===== src/verilog/voice_loop_defs.vh =====
// Offsets, bit positions, reset values and timing counts of the voice and loopback control bank
`ifndef VOICE_LOOP_DEFS_VH
`define VOICE_LOOP_DEFS_VH

// Interface memory offsets, word index on the 8-bit register port
`define OFS_DET_ENABLE    5'h02
`define OFS_VOICE_RX      5'h04
`define OFS_VOICE_CTL     5'h05
`define OFS_TX_MODE       5'h08
`define OFS_DETECT_STAT   5'h0D
`define OFS_PATTERN_STAT  5'h0F
`define OFS_VOICE_TX_BUF  5'h10
`define OFS_VOICE_TX      5'h11
`define OFS_SEC_TX_BUF    5'h12
`define OFS_CONFIG        5'h13
`define OFS_IRQ_STATUS    5'h1E
`define OFS_IRQ_MASK      5'h1F

// Bit positions
`define BIT_ACK_DET_EN    1
`define BIT_VOICE_AGC     2
`define BIT_SQUELCH       4
`define BIT_VOICE_INIT    5
`define BIT_ACK_SEND      3
`define BIT_SYNC_SEL      5
`define BIT_PAR_MODE      6
`define BIT_UNSCR_ONES    3
`define BIT_PAT_DET       0
`define BIT_HALF_DUPLEX   2
`define BIT_TX_VOICE      4
`define BIT_RX_VOICE      5
`define BIT_DEC_EN        6
`define BIT_FIFO_EN       7
`define BIT_NEW_CONFIGURATION_CODE      7

// Configuration codes
`define CONFIGURATION_CODE_DTMF_A       8'hAC
`define CONFIGURATION_CODE_TONE_0       8'h80
`define CONFIGURATION_CODE_TONE_1       8'h81
`define CONFIGURATION_CODE_TONE_3       8'h83
`define CONFIGURATION_CODE_TONE_6       8'h86
`define CONFIGURATION_CODE_FSK300       8'hA0
`define CONFIGURATION_CODE_FSK300_CH2   8'hA8
`define CONFIGURATION_CODE_FSK1200      8'hA4

// Interrupt status bits
`define IRQ_ACK_DONE      0
`define IRQ_VOICE_UP      1
`define IRQ_PAT_DET       2
`define IRQ_UNSCR_ONES    3

// Reset values
`define RST_BYTE          8'h00

// Timing
`define ACK_PATTERN_BITS  1948
`define CLK_MHZ           250
`define VOICE_RATE_HZ     7200
`define VOICE_DIV         ((`CLK_MHZ * 1000000) / `VOICE_RATE_HZ)
`define VOICE_INIT_NS     1000
`define VOICE_INIT_CYC    ((`VOICE_INIT_NS * `CLK_MHZ + 999) / 1000)

`endif

===== src/verilog/voice_loop_ctrl.v =====
// Voice, squelch, FSK mode and loopback acknowledgment control bits of the data pump
//
// The register addresses and the address-and-strobe port were left to the implementer.
`timescale 1ns/1ps
`include "voice_loop_defs.vh"
////////////////////////////////////////////////////////////////////////////////
// Overview of operation
// - Squelch bit silences analog output only
// - Decoder enable bit picks ADPCM or pass-through
// - ADPCM mode decodes host voice bytes
// - Pass-through forwards samples straight to DAC
// - Samples at rate; FIFO selects byte source
// - Unscrambled-ones flag follows detector, gated by data
// - Voice AGC runs only when bit set
// - Voice initiate starts voice, then self-clears
// - Sync bit selects sync in FSK300 config
// - Sync mode drives clocks, parallel or serial
// - Half duplex FSK1200 needs A4h, RTS, DTR
// - Ack bit with CTS sends 1948 scrambled ones
// - Ack bit clears after full pattern sent
// - Loop detection both modes, never FSK
// - Ack detector enable drives shared detected flag
////////////////////////////////////////////////////////////////////////////////
module voice_loop_ctrl #(
	parameter VOICE_DIV    = `VOICE_DIV,
	parameter ACK_BITS     = `ACK_PATTERN_BITS,
	parameter INIT_CYC     = `VOICE_INIT_CYC
) (
	input  wire        mclk,
	input  wire        rst,
	input  wire [4:0]  reg_addr,
	input  wire [7:0]  reg_wdata,
	input  wire        reg_wr,
	input  wire        reg_rd,
	output reg  [7:0]  reg_rdata,
	output wire        irq,
	input  wire        data_mode,
	input  wire        cts_on,
	input  wire        rts_on,
	input  wire        dtr_on,
	input  wire        bit_tick,
	input  wire        unscr_ones_raw,
	input  wire        ack_pattern_raw,
	input  wire        serial_tx_data,
	// Reserved for the receive voice path; nothing reads it yet
	input  wire [15:0] rx_voice_sample,
	output reg  [15:0] dac_sample,
	output reg         dac_strobe,
	output reg         agc_active,
	output reg         voice_running,
	output reg         tx_output_squelch,
	output reg         tx_line_bit,
	output reg         tx_line_valid,
	output reg         tx_data_clock_pin,
	output reg         rx_data_clock_pin,
	output reg         carrier_on,
	output wire        fsk1200_half_duplex
);

////////////////////////////////////////////////////////////////////////////////
// Helper functions

// Configuration families decide which control bits take effect
function is_voice_configuration_code;
	input [7:0] c;
	begin
		is_voice_configuration_code = (c == `CONFIGURATION_CODE_DTMF_A) || (c == `CONFIGURATION_CODE_TONE_0) || (c == `CONFIGURATION_CODE_TONE_1) ||
			(c == `CONFIGURATION_CODE_TONE_3) || (c == `CONFIGURATION_CODE_TONE_6);
	end
endfunction

function is_fsk_configuration_code;
	input [7:0] c;
	begin
		is_fsk_configuration_code = (c == `CONFIGURATION_CODE_FSK300) || (c == `CONFIGURATION_CODE_FSK300_CH2) || (c == `CONFIGURATION_CODE_FSK1200);
	end
endfunction

// Sign-magnitude 4-bit code to linear step; a compact stand-in for the full adaptive decoder
function [15:0] adpcm_step;
	input [15:0] prev;
	input [3:0]  code;
	reg   [15:0] delta;
	begin
		delta      = {9'h000, code[2:0], 4'h0};
		adpcm_step = code[3] ? (prev - delta) : (prev + delta);
	end
endfunction

////////////////////////////////////////////////////////////////////////////////
// Pin synchronisers

reg [1:0] sync_data_ff;
reg [1:0] sync_cts_ff;
reg [1:0] sync_rts_ff;
reg [1:0] sync_dtr_ff;
reg [1:0] sync_u1_ff;
reg [1:0] sync_ack_ff;
reg [1:0] sync_txd_ff;

// Every pin level crosses in through two flops and only the second stage is read;
// two cycles of latency are the price of a clean crossing

always @(posedge mclk or posedge rst) begin
	if (rst) begin
		sync_data_ff <= 2'h0;
		sync_cts_ff  <= 2'h0;
		sync_rts_ff  <= 2'h0;
		sync_dtr_ff  <= 2'h0;
		sync_u1_ff   <= 2'h0;
		sync_ack_ff  <= 2'h0;
		sync_txd_ff  <= 2'h0;
	end else begin
		sync_data_ff <= {sync_data_ff[0], data_mode};
		sync_cts_ff  <= {sync_cts_ff[0], cts_on};
		sync_rts_ff  <= {sync_rts_ff[0], rts_on};
		sync_dtr_ff  <= {sync_dtr_ff[0], dtr_on};
		sync_u1_ff   <= {sync_u1_ff[0], unscr_ones_raw};
		sync_ack_ff  <= {sync_ack_ff[0], ack_pattern_raw};
		sync_txd_ff  <= {sync_txd_ff[0], serial_tx_data};
	end
end

wire data_s = sync_data_ff[1];
wire cts_s  = sync_cts_ff[1];
wire rts_s  = sync_rts_ff[1];
wire dtr_s  = sync_dtr_ff[1];
wire u1_s   = sync_u1_ff[1];
wire ack_s  = sync_ack_ff[1];
wire txd_s  = sync_txd_ff[1];

////////////////////////////////////////////////////////////////////////////////
// Control registers

reg  [7:0]  det_enable_ff;
reg  [7:0]  voice_rx_ff;
reg  [7:0]  voice_ctl_ff;
reg  [7:0]  tx_mode_ff;
reg  [7:0]  voice_tx_ff;
reg  [7:0]  config_ff;
reg  [7:0]  vbuf_ff;
reg  [7:0]  secbuf_ff;
reg  [15:0] fifo_sample_ff;
reg         byte_phase_ff;
reg         sample_ready_ff;
reg         pat_det_ff;
reg         unscr_ff;
reg  [3:0]  irq_stat_ff;
reg  [3:0]  irq_mask_ff;
reg         ack_done_ev;
reg         init_done_ev;

// Write hits; unmapped addresses match none and so are ignored
wire wr_hit_det   = reg_wr && (reg_addr == `OFS_DET_ENABLE);
wire wr_hit_vctl  = reg_wr && (reg_addr == `OFS_VOICE_CTL);
wire wr_hit_txm   = reg_wr && (reg_addr == `OFS_TX_MODE);
wire wr_hit_vbuf  = reg_wr && (reg_addr == `OFS_VOICE_TX_BUF);
wire wr_hit_pstat = reg_wr && (reg_addr == `OFS_PATTERN_STAT);

wire fifo_en     = voice_tx_ff[`BIT_FIFO_EN];
wire tx_voice_on = voice_tx_ff[`BIT_TX_VOICE] && is_voice_configuration_code(config_ff);
wire fsk_mode    = is_fsk_configuration_code(config_ff);
// Pattern detection is held off in FSK configurations
wire pat_event   = det_enable_ff[`BIT_ACK_DET_EN] && ack_s && !fsk_mode;

always @(posedge mclk or posedge rst) begin
	if (rst) begin
		det_enable_ff   <= `RST_BYTE;
		voice_rx_ff     <= `RST_BYTE;
		voice_ctl_ff    <= `RST_BYTE;
		tx_mode_ff      <= `RST_BYTE;
		voice_tx_ff     <= `RST_BYTE;
		config_ff       <= `RST_BYTE;
		vbuf_ff         <= `RST_BYTE;
		secbuf_ff       <= `RST_BYTE;
		fifo_sample_ff  <= 16'h0000;
		byte_phase_ff   <= 1'b0;
		sample_ready_ff <= 1'b0;
		pat_det_ff      <= 1'b0;
	end else begin
		if (wr_hit_det)
			det_enable_ff <= reg_wdata;
		if (reg_wr && (reg_addr == `OFS_VOICE_RX))
			voice_rx_ff <= reg_wdata;
		if (reg_wr && (reg_addr == `OFS_VOICE_TX))
			voice_tx_ff <= reg_wdata;
		if (reg_wr && (reg_addr == `OFS_CONFIG))
			config_ff <= reg_wdata;
		if (reg_wr && (reg_addr == `OFS_SEC_TX_BUF))
			secbuf_ff <= reg_wdata;
		// A host write that meets a hardware clear keeps the written value, so a
		// fresh request is never lost
		// Voice initiate: write sets, hardware clears when initiation ends; a new set wins
		if (wr_hit_vctl)
			voice_ctl_ff <= reg_wdata;
		else if (init_done_ev)
			voice_ctl_ff[`BIT_VOICE_INIT] <= 1'b0;
		if (wr_hit_txm)
			tx_mode_ff <= reg_wdata;
		else if (ack_done_ev)
			tx_mode_ff[`BIT_ACK_SEND] <= 1'b0;
		// Voice buffer: FIFO mode pairs low then high byte, else high byte with secondary low
		if (wr_hit_vbuf) begin
			vbuf_ff <= reg_wdata;
			if (fifo_en) begin
				byte_phase_ff <= ~byte_phase_ff;
				if (byte_phase_ff) begin
					fifo_sample_ff  <= {reg_wdata, vbuf_ff};
					sample_ready_ff <= 1'b1;
				end
			end else begin
				fifo_sample_ff  <= {reg_wdata, secbuf_ff};
				sample_ready_ff <= 1'b1;
				byte_phase_ff   <= 1'b0;
			end
		end else if (dac_strobe) begin
			sample_ready_ff <= 1'b0;
		end
		// Detected flag: host write of zero clears it, a new detection wins
		if (pat_event)
			pat_det_ff <= 1'b1;
		else if (wr_hit_pstat && !reg_wdata[`BIT_PAT_DET])
			pat_det_ff <= 1'b0;
	end
end

////////////////////////////////////////////////////////////////////////////////
// Voice path

reg [31:0] rate_cnt_ff;
reg [31:0] init_cnt_ff;
// Free-running rate divider: a sample waits for the next tick, so the host may
// write at any point of the period; a short VOICE_DIV only speeds up simulation
wire       rate_tick = (rate_cnt_ff == VOICE_DIV - 1);

// Initiation is a fixed wait of INIT_CYC cycles after the bit is set

always @(posedge mclk or posedge rst) begin
	if (rst) begin
		rate_cnt_ff   <= 32'h00000000;
		init_cnt_ff   <= 32'h00000000;
		init_done_ev  <= 1'b0;
		voice_running <= 1'b0;
		dac_sample    <= 16'h0000;
		dac_strobe    <= 1'b0;
		agc_active    <= 1'b0;
	end else begin
		rate_cnt_ff  <= rate_tick ? 32'h00000000 : rate_cnt_ff + 32'h00000001;
		init_done_ev <= 1'b0;
		dac_strobe   <= 1'b0;
		if (voice_ctl_ff[`BIT_VOICE_INIT] && !wr_hit_vctl && !init_done_ev) begin
			if (init_cnt_ff == INIT_CYC - 1) begin
				init_cnt_ff   <= 32'h00000000;
				init_done_ev  <= 1'b1;
				voice_running <= 1'b1;
			end else begin
				init_cnt_ff <= init_cnt_ff + 32'h00000001;
			end
		end
		if (rate_tick && sample_ready_ff && tx_voice_on && voice_running) begin
			dac_strobe <= 1'b1;
			// Decoder or pass-through is chosen per sample, so a mode change needs no flush
			if (voice_tx_ff[`BIT_DEC_EN])
				dac_sample <= adpcm_step(dac_sample, fifo_sample_ff[3:0]);
			else
				dac_sample <= fifo_sample_ff;
		end
		agc_active <= voice_rx_ff[`BIT_RX_VOICE] && voice_rx_ff[`BIT_VOICE_AGC] && voice_running;
	end
end

////////////////////////////////////////////////////////////////////////////////
// Transmit line, acknowledgment pattern, FSK modes

reg [6:0]  scr_ff;
reg [11:0] ack_cnt_ff;
// The scrambler feeds on its own output alone and needs no seed from the host.
// The bit counter restarts whenever the pattern is not being sent, so losing
// CTS in mid-pattern sends the full count again once CTS returns
wire       scr_out  = 1'b1 ^ scr_ff[3] ^ scr_ff[6];
wire       ack_busy = tx_mode_ff[`BIT_ACK_SEND] && cts_s && !fsk_mode;
wire       sync_fsk = (config_ff == `CONFIGURATION_CODE_FSK300) && tx_mode_ff[`BIT_SYNC_SEL];

// Half duplex needs both the bit and the FSK1200 code
assign fsk1200_half_duplex = voice_tx_ff[`BIT_HALF_DUPLEX] && (config_ff == `CONFIGURATION_CODE_FSK1200);

always @(posedge mclk or posedge rst) begin
	if (rst) begin
		scr_ff            <= 7'h00;
		ack_cnt_ff        <= 12'h000;
		ack_done_ev       <= 1'b0;
		tx_line_bit       <= 1'b1;
		tx_line_valid     <= 1'b0;
		tx_output_squelch <= 1'b0;
		tx_data_clock_pin <= 1'b0;
		rx_data_clock_pin <= 1'b0;
		carrier_on        <= 1'b0;
		unscr_ff          <= 1'b0;
	end else begin
		ack_done_ev   <= 1'b0;
		tx_line_valid <= bit_tick;
		// The done pulse blocks one more step so the count cannot wrap into a second pattern
		if (ack_busy && !ack_done_ev) begin
			if (bit_tick) begin
				scr_ff      <= {scr_ff[5:0], scr_out};
				tx_line_bit <= scr_out;
				if (ack_cnt_ff == ACK_BITS - 1) begin
					ack_cnt_ff  <= 12'h000;
					ack_done_ev <= 1'b1;
				end else begin
					ack_cnt_ff <= ack_cnt_ff + 12'h001;
				end
			end
		end else begin
			ack_cnt_ff <= 12'h000;
			if (bit_tick)
				tx_line_bit <= tx_mode_ff[`BIT_PAR_MODE] ? vbuf_ff[0] : txd_s;
		end
		tx_output_squelch <= voice_ctl_ff[`BIT_SQUELCH];
		// The receive clock is the complement of the transmit clock in sync mode
		tx_data_clock_pin <= sync_fsk && bit_tick;
		rx_data_clock_pin <= sync_fsk && !bit_tick;
		// Outside half duplex the carrier is not switched by RTS
		carrier_on        <= fsk1200_half_duplex ? (rts_s && dtr_s) : 1'b1;
		unscr_ff          <= u1_s && data_s;
	end
end

////////////////////////////////////////////////////////////////////////////////
// Interrupts and read-back

// Status bits are sticky; a read returns and clears them in one step, and an
// event in the cycle of the read is kept for the next read
wire [3:0] irq_ev = {unscr_ff & ~(u1_s & data_s), pat_event, init_done_ev, ack_done_ev};
wire       rd_stat = reg_rd && (reg_addr == `OFS_IRQ_STATUS);

always @(posedge mclk or posedge rst) begin
	if (rst) begin
		irq_stat_ff <= 4'h0;
		irq_mask_ff <= 4'h0;
		reg_rdata   <= `RST_BYTE;
	end else begin
		irq_stat_ff <= (rd_stat ? 4'h0 : irq_stat_ff) | irq_ev;   // Event beats read clear
		if (reg_wr && (reg_addr == `OFS_IRQ_MASK))
			irq_mask_ff <= reg_wdata[3:0];
		// Read data stands one cycle after the strobe and is zero otherwise
		reg_rdata <= `RST_BYTE;
		if (reg_rd) begin
			case (reg_addr)
			`OFS_DET_ENABLE:   reg_rdata <= det_enable_ff;
			`OFS_VOICE_RX:     reg_rdata <= voice_rx_ff;
			`OFS_VOICE_CTL:    reg_rdata <= voice_ctl_ff;
			`OFS_TX_MODE:      reg_rdata <= tx_mode_ff;
			`OFS_DETECT_STAT:  reg_rdata <= {4'h0, unscr_ff, 3'h0};
			`OFS_PATTERN_STAT: reg_rdata <= {7'h00, pat_det_ff};
			`OFS_VOICE_TX_BUF: reg_rdata <= vbuf_ff;
			`OFS_VOICE_TX:     reg_rdata <= voice_tx_ff;
			`OFS_SEC_TX_BUF:   reg_rdata <= secbuf_ff;
			`OFS_CONFIG:       reg_rdata <= config_ff;
			`OFS_IRQ_STATUS:   reg_rdata <= {4'h0, irq_stat_ff};
			`OFS_IRQ_MASK:     reg_rdata <= {4'h0, irq_mask_ff};
			default:           reg_rdata <= `RST_BYTE;
			endcase
		end
	end
end

// Level interrupt straight from the registers, so it drops the cycle after a read
assign irq = |(irq_stat_ff & irq_mask_ff);

endmodule // voice_loop_ctrl


===== config.mk =====
export PLATFORM = sky130hd
export DESIGN_NAME = voice_loop_ctrl
export DESIGN_NICKNAME = d
export VERILOG_FILES = /design/src/verilog/voice_loop_ctrl.v
export VERILOG_INCLUDE_DIRS = /design/src /design/src/verilog
export SDC_FILE = /design/constraint.sdc
export NUM_CORES = 1
export LEC_CHECK = 0
export BUFFER_PORTS_ARGS = -buffer_cell sky130_fd_sc_hd__buf_4
export CAP_MARGIN = 40
export CELL_PAD_IN_SITES_DETAIL_PLACEMENT = 1
export CELL_PAD_IN_SITES_GLOBAL_PLACEMENT = 2
export CORE_UTILIZATION = 25
export DETAILED_ROUTE_END_ITERATION = 12
export PLACE_DENSITY_LB_ADDON = 0.1
export SKIP_LAST_GASP = 1
export SLEW_MARGIN = 20
export SYNTH_ARGS = -nofsm -noshare
export SYNTH_HDL_FRONTEND = slang
export SYNTH_SLANG_ARGS = --single-unit

===== constraint.sdc =====
create_clock -name mclk -period 19.42 [get_ports mclk]
set_input_delay 1.942 -clock mclk [delete_from_list [all_inputs] [get_ports mclk]]
set_output_delay 1.942 -clock mclk [all_outputs]
set_load 0.02 [all_outputs]

; After elaboration in Yosys (flattened, before gate mapping)
; Cells that the tools add are included.
[word_totals]
register_bits = 224
wordCells = 166
in_bits = 41
[op_classes]
n_addsub = 5
reduce_logical = 52
n_mux = 34
n_bitwise = 8
eq_ne = 26
[ops]
columns = op, count
row1 = $pmux 8 s12, 1
row2 = $add 32x1->32 const B, 2
row3 = $eq 8x8->1 const B, 8
row4 = $mux 16, 4
row5 = $mux 32, 2
row6 = $mux 12, 3
row7 = $eq 32x16->1 const B, 1
row8 = $eq 32x8->1 const B, 1
row9 = $logic_and 1x1->1, 31
row10 = $eq 5x5->1 const B, 6
row11 = $mux 1, 22
row12 = $add 16x7->16, 1
row13 = $sub 16x7->16, 1
row14 = $eq 5x4->1 const B, 3
row15 = $add 12x1->12 const B, 1
row16 = $eq 12x11->1 const B, 1
row17 = $eq 5x3->1 const B, 2
row18 = $mux 8, 1
row19 = $reduce_and 2->1, 4
row20 = $reduce_bool 2->1, 4
row21 = $logic_not 1->1, 6
row22 = $logic_or 1x1->1, 6
row23 = $eq 5x2->1 const B, 1
row24 = $and 4x4->4, 1
row25 = 9 further kinds, 12

; Depth between registers and ports, before layout
; Gate-level depths: netlist (run 1).
[depth]
word_depth = 9
mapped_depth = 11
depth_no_buf = 11

; Worst setup path after synthesis (run 1)
; No wires, ideal clock.
[synth_timing]
path_type = input to register
from = in reg_addr[0]
to = reg fifo_sample_ff[10]
setup_ps = 125
n_path_buf = 3
stages = 7
arrival_time_ps = 3466
path_slack_ps = 15830
cell_sequence = buf_2 -> or3_1 -> clkbuf_1 -> nor2_4 -> nand3_2 -> clkbuf_1 -> mux2_2
[synth_via]
elab_chain_cells = 3
[synth_rtl]
columns = item, line
row1 = from (decl), voice_loop_ctrl.v:31  ; input wire [4:0] reg_addr,
row2 = $eq 5x5->1, n/a
row3 = $logic_and 1x1->1, voice_loop_ctrl.v:157  ; wire wr_hit_vbuf = reg_wr && (reg_addr == `OFS_VOICE_TX_BUF);
row4 = $reduce_and 2->1 (no source line), n/a
row5 = to (signal assigned), voice_loop_ctrl.v:208  ; fifo_sample_ff <= {reg_wdata, vbuf_ff};
row6 = to (signal assigned), voice_loop_ctrl.v:212  ; fifo_sample_ff <= {reg_wdata, secbuf_ff};
row7 = to (decl), voice_loop_ctrl.v:143  ; reg [15:0] fifo_sample_ff;
; No other way between the ends.
; A chain may end at the register's enable or synchronous reset.

; Worst setup path after layout (run 1)
[layout_timing]
from = reg config_ff[4]
to = out fsk1200_half_duplex
[layout_via]
elab_chain_cells = 2
[layout_rtl]
columns = item, line
row1 = from (decl), voice_loop_ctrl.v:140  ; reg [7:0] config_ff;
row2 = from (signal assigned), voice_loop_ctrl.v:173  ; config_ff <= `RST_BYTE;
row3 = from (signal assigned), voice_loop_ctrl.v:188  ; config_ff <= reg_wdata;
row4 = $eq 8x8->1 (no source line), n/a
row5 = $logic_and 1x1->1, voice_loop_ctrl.v:285  ; assign fsk1200_half_duplex = voice_tx_ff[`BIT_HALF_DUPLEX] && (config_ff == `CONFIGURATION_CODE_FSK1200);
row6 = to (decl), voice_loop_ctrl.v:57  ; output wire fsk1200_half_duplex
; No other way between the ends.

==> results.md, run 1 <==
* Met2 wire len at 13,350 µm
* Crit path max-delay family: simple AND/OR/NAND/NOR gates
* CTS H-tree lvls at 1
* Crit path launch: config_ff[4]$_DFFE_PP0P_
* R2R Setup Slk at 16.52 ns
* Finish-stage setup viols at 0
* Largest cells by area after synthesis: dfrtp_1 (54%), mux2_2 (11%), xnor2_1 (4.1%)
* RSZ-0062 raised after global routing: false
* P per Cell Area at 101.3 nW/µm²
* Final hold vios at 0
* Slowest cell on crit path: nor3b_1
* Vias at 7,096
* Leading area contributor after synthesis: dfrtp_1
* Worst slew margin at 0.4446
* Synth Instances at 891
* CTS tree: done
* Pre-CTS setup slack at 15.12 ns
* Fmax at 233.0 MHz
* Worst IR Drop VDD at 0.00005955 V
* Area of the mapped netlist at 10,330 µm²
* Post-DR wirelength/cell at 19.17 µm
* N_diodes at 0
* Met3 Wirelength at 852 µm
* CP arrival at 2.35 ns
* Std-Cell Rows at 74
* Most common cell after layout, fill and taps aside: dfrtp_1
* First-pass GRT wire length at 47,000 µm
* Core ar. at 40,740 µm²
* Clock skew at 0.01926 ns
* Hold Path Class: reg2reg
* CTS Hold Bufs at 0
* Max stage delay on crit path at 0.58 ns
* Final setup margin at 15.13 ns
* Total Routing Usage GR at 0.1444
* CP endpoint kind: output port
* Die Wd at 205.2 µm
* Worst-Margin Slew at 0.8301 ns
* Root buffer cell: clkbuf_16
* Drt pass-1 iters at 4
* Clock Pin Slew Worst Setup and Hold Paths at 0.06 ns
* Critical path endpoint: fsk1200_half_duplex
* Syn Area/Cell at 11.59 µm²
* Num ports at 76
* EDFF count, synth at 0
* Crit path depth at 5
* Resize count post-CTS at 0
* Cell variety after synth at 68
* Post-route ant nets at 0
* Worst path required time at 17.48 ns
* I/O Buffers at 59
* Final setup TNS at 0 ns
* Post-synthesis sequential area ratio at 0.5430
* Main synth FF type: dfrtp_1
* Die area at 42,120 µm²
* Initial Utilization at 0.2535
* Via density at 4.690
* Final-report max-slew violation count at 0
* Total grt overflow at 0
* Tcrit/Tclk final at 0.2210
* End of the worst register-to-register path: dac_sample[10]$_DFFE_PP0P_
* Status: finished, final reports clean
* Crit path kind: reg2out
* Critical path peak fanout at 4
* Area grow syn2layout at 19.06%
* Wl on met1 at 14,200 µm
* Initial antenna violation count at 1
* Post-CTS Setup Bufs at 0
* Post-synthesis register bit count at 224
* Asr flop ratio synth at 1.000
* Yosys top cell area share at 0.5404
* Initial drt markers at 261
* Chip Height at 205.2 µm
* Overall routed net length at 29,000 µm
* Syn_nets at 952
* Final Net Count at 1,021
* Most frequent cells in the layout: dfrtp_1 (223), mux2_2 (98), nand2_1 (85)
* TritonCTS buffer count at 28
* RR Startpoint: fifo_sample_ff[1]$_DFFE_PP0P_
* Buf+Inv Stages, Crit Path at 1
* Routability Congestion at 0.6942
* Clk sink count at 224
* Critical Path Source Type: flop
* Number of global-route vias before repair at 7,735
* Reg2reg path depth at 11
* Worst-case clock buffer depth at 3
* Cell leakage power at 0.005466 µW
* Residual DRC at 0
* Synthesis Warnings at 0
* DP Wirelength at 20,310 µm
* DR top layer: met4
* Layout cells sized above 1 at 0.2324
* Final min period at 4.292 ns
* Max-cap viol count at 0
* Worst-skew pair later-pin latency at 0.55 ns
* Crit-path cells: nor3b_1, nand2_1, nor2_1, and3_1, buf_4
* Largest net degree at the start of global routing at 82
==> where the power goes <==
group	internal [µW]	leakage [µW]	switching, µW
Sequential	515	0.00293	40.6
Clock	296	0.000434	207
Combinational	89.5	0.00210	97.3
Total	900	0.00547	345
==> synthesized netlist by cell type (2+ instances only) <==
library cell and instances:
nor4_1 9, mux2_2 98, o31a_1 2, xor2_1 22
or2_2 3, a22o_1 4, or3_1 2, buf_2 2
and3_1 20, inv_1 23, o21a_1 5, nor2_1 48
buf_4 2, clkbuf_1 18, xnor2_1 48, nor3b_1 3
nor3_1 9, a211oi_1 2, nor2b_1 8, nor2_2 4
nand4_1 23, nand3_1 26, o21ai_0 38, nor4b_1 3
and2_1 9, mux2i_1 15, o31ai_1 4, a221oi_1 7
o21bai_1 2, o211ai_1 3, buf_1 4, a22oi_1 27
a31o_2 2, a21oi_1 9, dfrtp_1 223, a21o_1 4
ha_1 19, a31oi_1 9, nand2_1 85, and4_1 10
nand2b_1 8, nand3b_1 2, and4b_1 2
==> area by class of cell <==
| type | count | area [µm²] |
|---|---|---|
| Fill cell | 4470 | 28440 |
| Clock inverter | 8 | 48.80 |
| Clock buffer | 43 | 838.3 |
| Tap cell | 532 | 665.6 |
| Timing Repair Buffer | 67 | 540.5 |
| Multi-Input combinational cell | 616 | 4501 |
| Sequential cell | 224 | 5607 |
| Inverter | 23 | 93.84 |
==> per-layer routing <==
| layer | vias up | GRT usage |
|---|---|---|
| met5 | - | 0 |
| met4 | 0 | 0.03122 |
| met3 | 38 | 0.02122 |
| met2 | 89 | 0.2327 |
| met1 | 3633 | 0.2041 |
| li1 | 3336 | - |
==> how the worst min path moves through the flow <==
stage | from | to | slack (ns) | cells past startpoint
2_1_floorplan | sync_ack_ff[0]$_DFF_PP0_ | sync_ack_ff[1]$_DFF_PP0_ | 0.33 | 0
3_3_place_gp | sync_ack_ff[0]$_DFF_PP0_ | sync_ack_ff[1]$_DFF_PP0_ | 0.34 | 0
3_5_place_dp | sync_dtr_ff[0]$_DFF_PP0_ | sync_dtr_ff[1]$_DFF_PP0_ | 0.34 | 0
4_1_cts | sync_dtr_ff[0]$_DFF_PP0_ | sync_dtr_ff[1]$_DFF_PP0_ | 0.35 | 0
5_1_grt | sync_dtr_ff[0]$_DFF_PP0_ | sync_dtr_ff[1]$_DFF_PP0_ | 0.35 | 0
6_report | sync_dtr_ff[0]$_DFF_PP0_ | sync_dtr_ff[1]$_DFF_PP0_ | 0.34 | 0
==> cell families (layout without fill, tap and decap cells) <==
| kind of cell | count (synthesis) | in the layout | synth area share |
|---|---|---|---|
| simple gates | 284 | 284 | 0.1450 |
| flops | 224 | 224 | 0.5430 |
| compound gates | 129 | 129 | 0.08506 |
| mux | 113 | 113 | 0.1214 |
| xor+xnor | 70 | 70 | 0.05937 |
| buf+inv | 51 | 141 | 0.02120 |
| fa+ha+maj | 20 | 20 | 0.02496 |
==> sequential cells by signal, summed over array words and instances (netlist names), 12 cells and up <==
name            count
ack_cnt_ff         12
fifo_sample_ff     16
init_cnt_ff        32
dac_sample         16
rate_cnt_ff        32
==> per-stage QoR <==
stage | total power (µW) | util | area (µm²) | instances | hold WS [ns]
5_1_grt | 1315 | 0.3018 | 12290 | 1513 | 0.3479
2_1_floorplan | 690.3 | - | 10330 | 891 | 0.3312
3_3_place_gp | 751.5 | 0.2785 | 11350 | 1459 | 0.3353
3_5_place_dp | 754.6 | 0.2800 | 11410 | 1462 | 0.3362
6_report | 1245 | 0.3018 | 12290 | 1513 | 0.3410
4_1_cts | 1273 | 0.3018 | 12290 | 1513 | 0.3451
Note: power is estimated with default switching activity, not from simulation.
==> inputs of run 2 (changes only) <==
==> constraint.sdc (replaced) <==
create_clock -name mclk -period 3.99 [get_ports mclk]
set_input_delay 0.399 -clock mclk [delete_from_list [all_inputs] [get_ports mclk]]
set_output_delay 0.399 -clock mclk [all_outputs]
set_load 0.02 [all_outputs]
==> results.md, run 2 (synthesis results as in run 1) <==
* I/O Buffers at 59
* Residual DRC at 0
* Fin cells at 1,522
* Worst IR Drop VDD at 0.0003050 V
* Drt pass-1 iters at 4
* Top flop regs: init_cnt_ff: 32 flops, rate_cnt_ff: 32 flops
* Critical path peak fanout at 4
* Cell area after layout at 12,420 µm²
* Die Wd at 205.2 µm
* Pre-CTS setup slack at 1.098 ns
* CTS tree: done
* Post-route ant nets at 0
* Worst path required time at 4.42 ns
* Via density at 4.713
* CP endpoint kind: flop
* Initial Utilization at 0.2535
* First-pass GRT wire length at 47,520 µm
* GR Layer Usage met1 at 0.2111
* GRT Max-Usage Layer: met2
* Hold WS at 0.03113 ns
* Clock skew at 0.01257 ns
* Post-DR wirelength/cell at 19.38 µm
* Worst slew margin at 0.4517
* Area after DPL at 11,410 µm²
* Overall routed net length at 29,500 µm
* Finish-stage setup viols at 0
* Initial drt markers at 326
* Initial antenna violation count at 0
* RSZ-0062 raised after global routing: false
* Post-CTS Setup Bufs at 0
* P per Cell Area at 496.2 nW/µm²
* Die area at 42,120 µm²
* DP Wirelength at 20,480 µm
* Cell leakage power at 0.005530 µW
* Vias at 7,173
* Final min period at 2.850 ns
* Register area at 5607 µm²
* Clock Pin Slew Worst Setup and Hold Paths at 0.06 ns
* Area grow syn2layout at 20.28%
* Worst-case clock buffer depth at 3
* Core ar. at 40,740 µm²
* Num ports at 76
* Status: finished, final reports clean
* Most frequent cells in the layout: dfrtp_1 (223), mux2_2 (98), nand2_1 (85)
* Critical Path Source Type: flop
* Std-Cell Rows at 74
* Met3 usage at 0.02360
* Worst-skew pair later-pin latency at 0.55 ns
* Hold Path Class: in2reg
* Max-cap viol count at 0
* Multi-input logic area at 4501 µm²
* Routability Congestion at 0.7209
* Chip Height at 205.2 µm
* Final setup TNS at 0 ns
* Number of global-route vias before repair at 7,769
* Clk sink count at 224
* Crit path kind: reg2reg
* Final-report max-slew violation count at 0
* CTS H-tree lvls at 1
* Most common cell after layout, fill and taps aside: dfrtp_1
* Final setup margin at 1.140 ns
* N_diodes at 0
* Worst-Margin Slew at 0.8195 ns
* Total Routing Usage GR at 0.1467
* Filler Cell Count at 4,512
* Final hold vios at 0
* Met2 usage at 0.2303
* Root buffer cell: clkbuf_16
* Tcrit/Tclk final at 0.7142
* Largest net degree at the start of global routing at 76
* Final Net Count at 1,033
* Placed insts at 1,465
* Layout cells sized above 1 at 0.2323
* Total grt overflow at 0
* Fmax at 350.9 MHz
* CP arrival at 3.28 ns
* TritonCTS buffer count at 28
run 2: changes by cell type in the layout (fill, tap and decap cells not counted), sizes merged:
cell / delta
buf: +4
bufinv: +2
clkbuf: -1
clkinv: -2
clkinvlp: -1
dlygate4sd3: +8
inv: -1
run 2: worst paths after layout:
check                                              startpoint                    endpoint  slack, ns  cells after the start
worst max-delay path            fifo_sample_ff[0]$_DFFE_PP0P_  dac_sample[11]$_DFFE_PP0P_       1.14                     11
worst min register to register       sync_ack_ff[0]$_DFF_PP0_    sync_ack_ff[1]$_DFF_PP0_       0.34                      0
worst max register to register  fifo_sample_ff[0]$_DFFE_PP0P_  dac_sample[11]$_DFFE_PP0P_       1.14                     11
min in group asynchronous                                 rst      reg_rdata[1]$_DFF_PP0_       0.50                      3
max in group asynchronous                                 rst    secbuf_ff[3]$_DFFE_PP0P_       2.58                      4
worst min-delay path                                 bit_tick     tx_line_valid$_DFF_PP0_       0.03                      1
run 2: critical path: stages (launching register included):
cell and delay, ns:
dfrtp_1 0.39, inv_1 0.08, ha_1 0.20, ha_1 0.16, or2_2 0.34, ha_1 0.35
a21oi_1 0.21, nand2_1 0.09, o21ai_0 0.30, xnor2_1 0.11, mux2_2 0.26, mux2_2 0.25
run 2: cell type report:
cell class                 instances  share of cell area
clock inverter                     6            0.006447
multi-input combinational        616              0.3623
clock buffer                      42             0.06719
tap                              532             0.05359
inverter                          23            0.007253
sequential                       224              0.4514
timing repair buffer              79             0.05178
run 2: repair_timing:
action,in CTS,in global routing
hold endpoints to repair,27,0
hold buffers,8,0
resized for setup,0,0
run 2: routing by layer:
metal,vias to the layer above,part of all wire
li1,3370,-
met1,3685,0.49
met2,85,0.46
met3,33,0.034
met4,0,0.017
met5,-,0
run 2: report_power, final:
part | total (µW) | internal (µW) | switching [µW]
logic | 924 | 447 | 477
clock network | 2540 | 1560 | 981
registers | 2700 | 2510 | 197
total | 6160 | 4510 | 1650
run 2: through the flow:
stage,power (µW),util
floorplan,3360,-
global placement,3668,0.2800
detailed placement,3680,0.2801
CTS,6295,0.3045
global route,6533,0.3049
finish,6163,0.3049
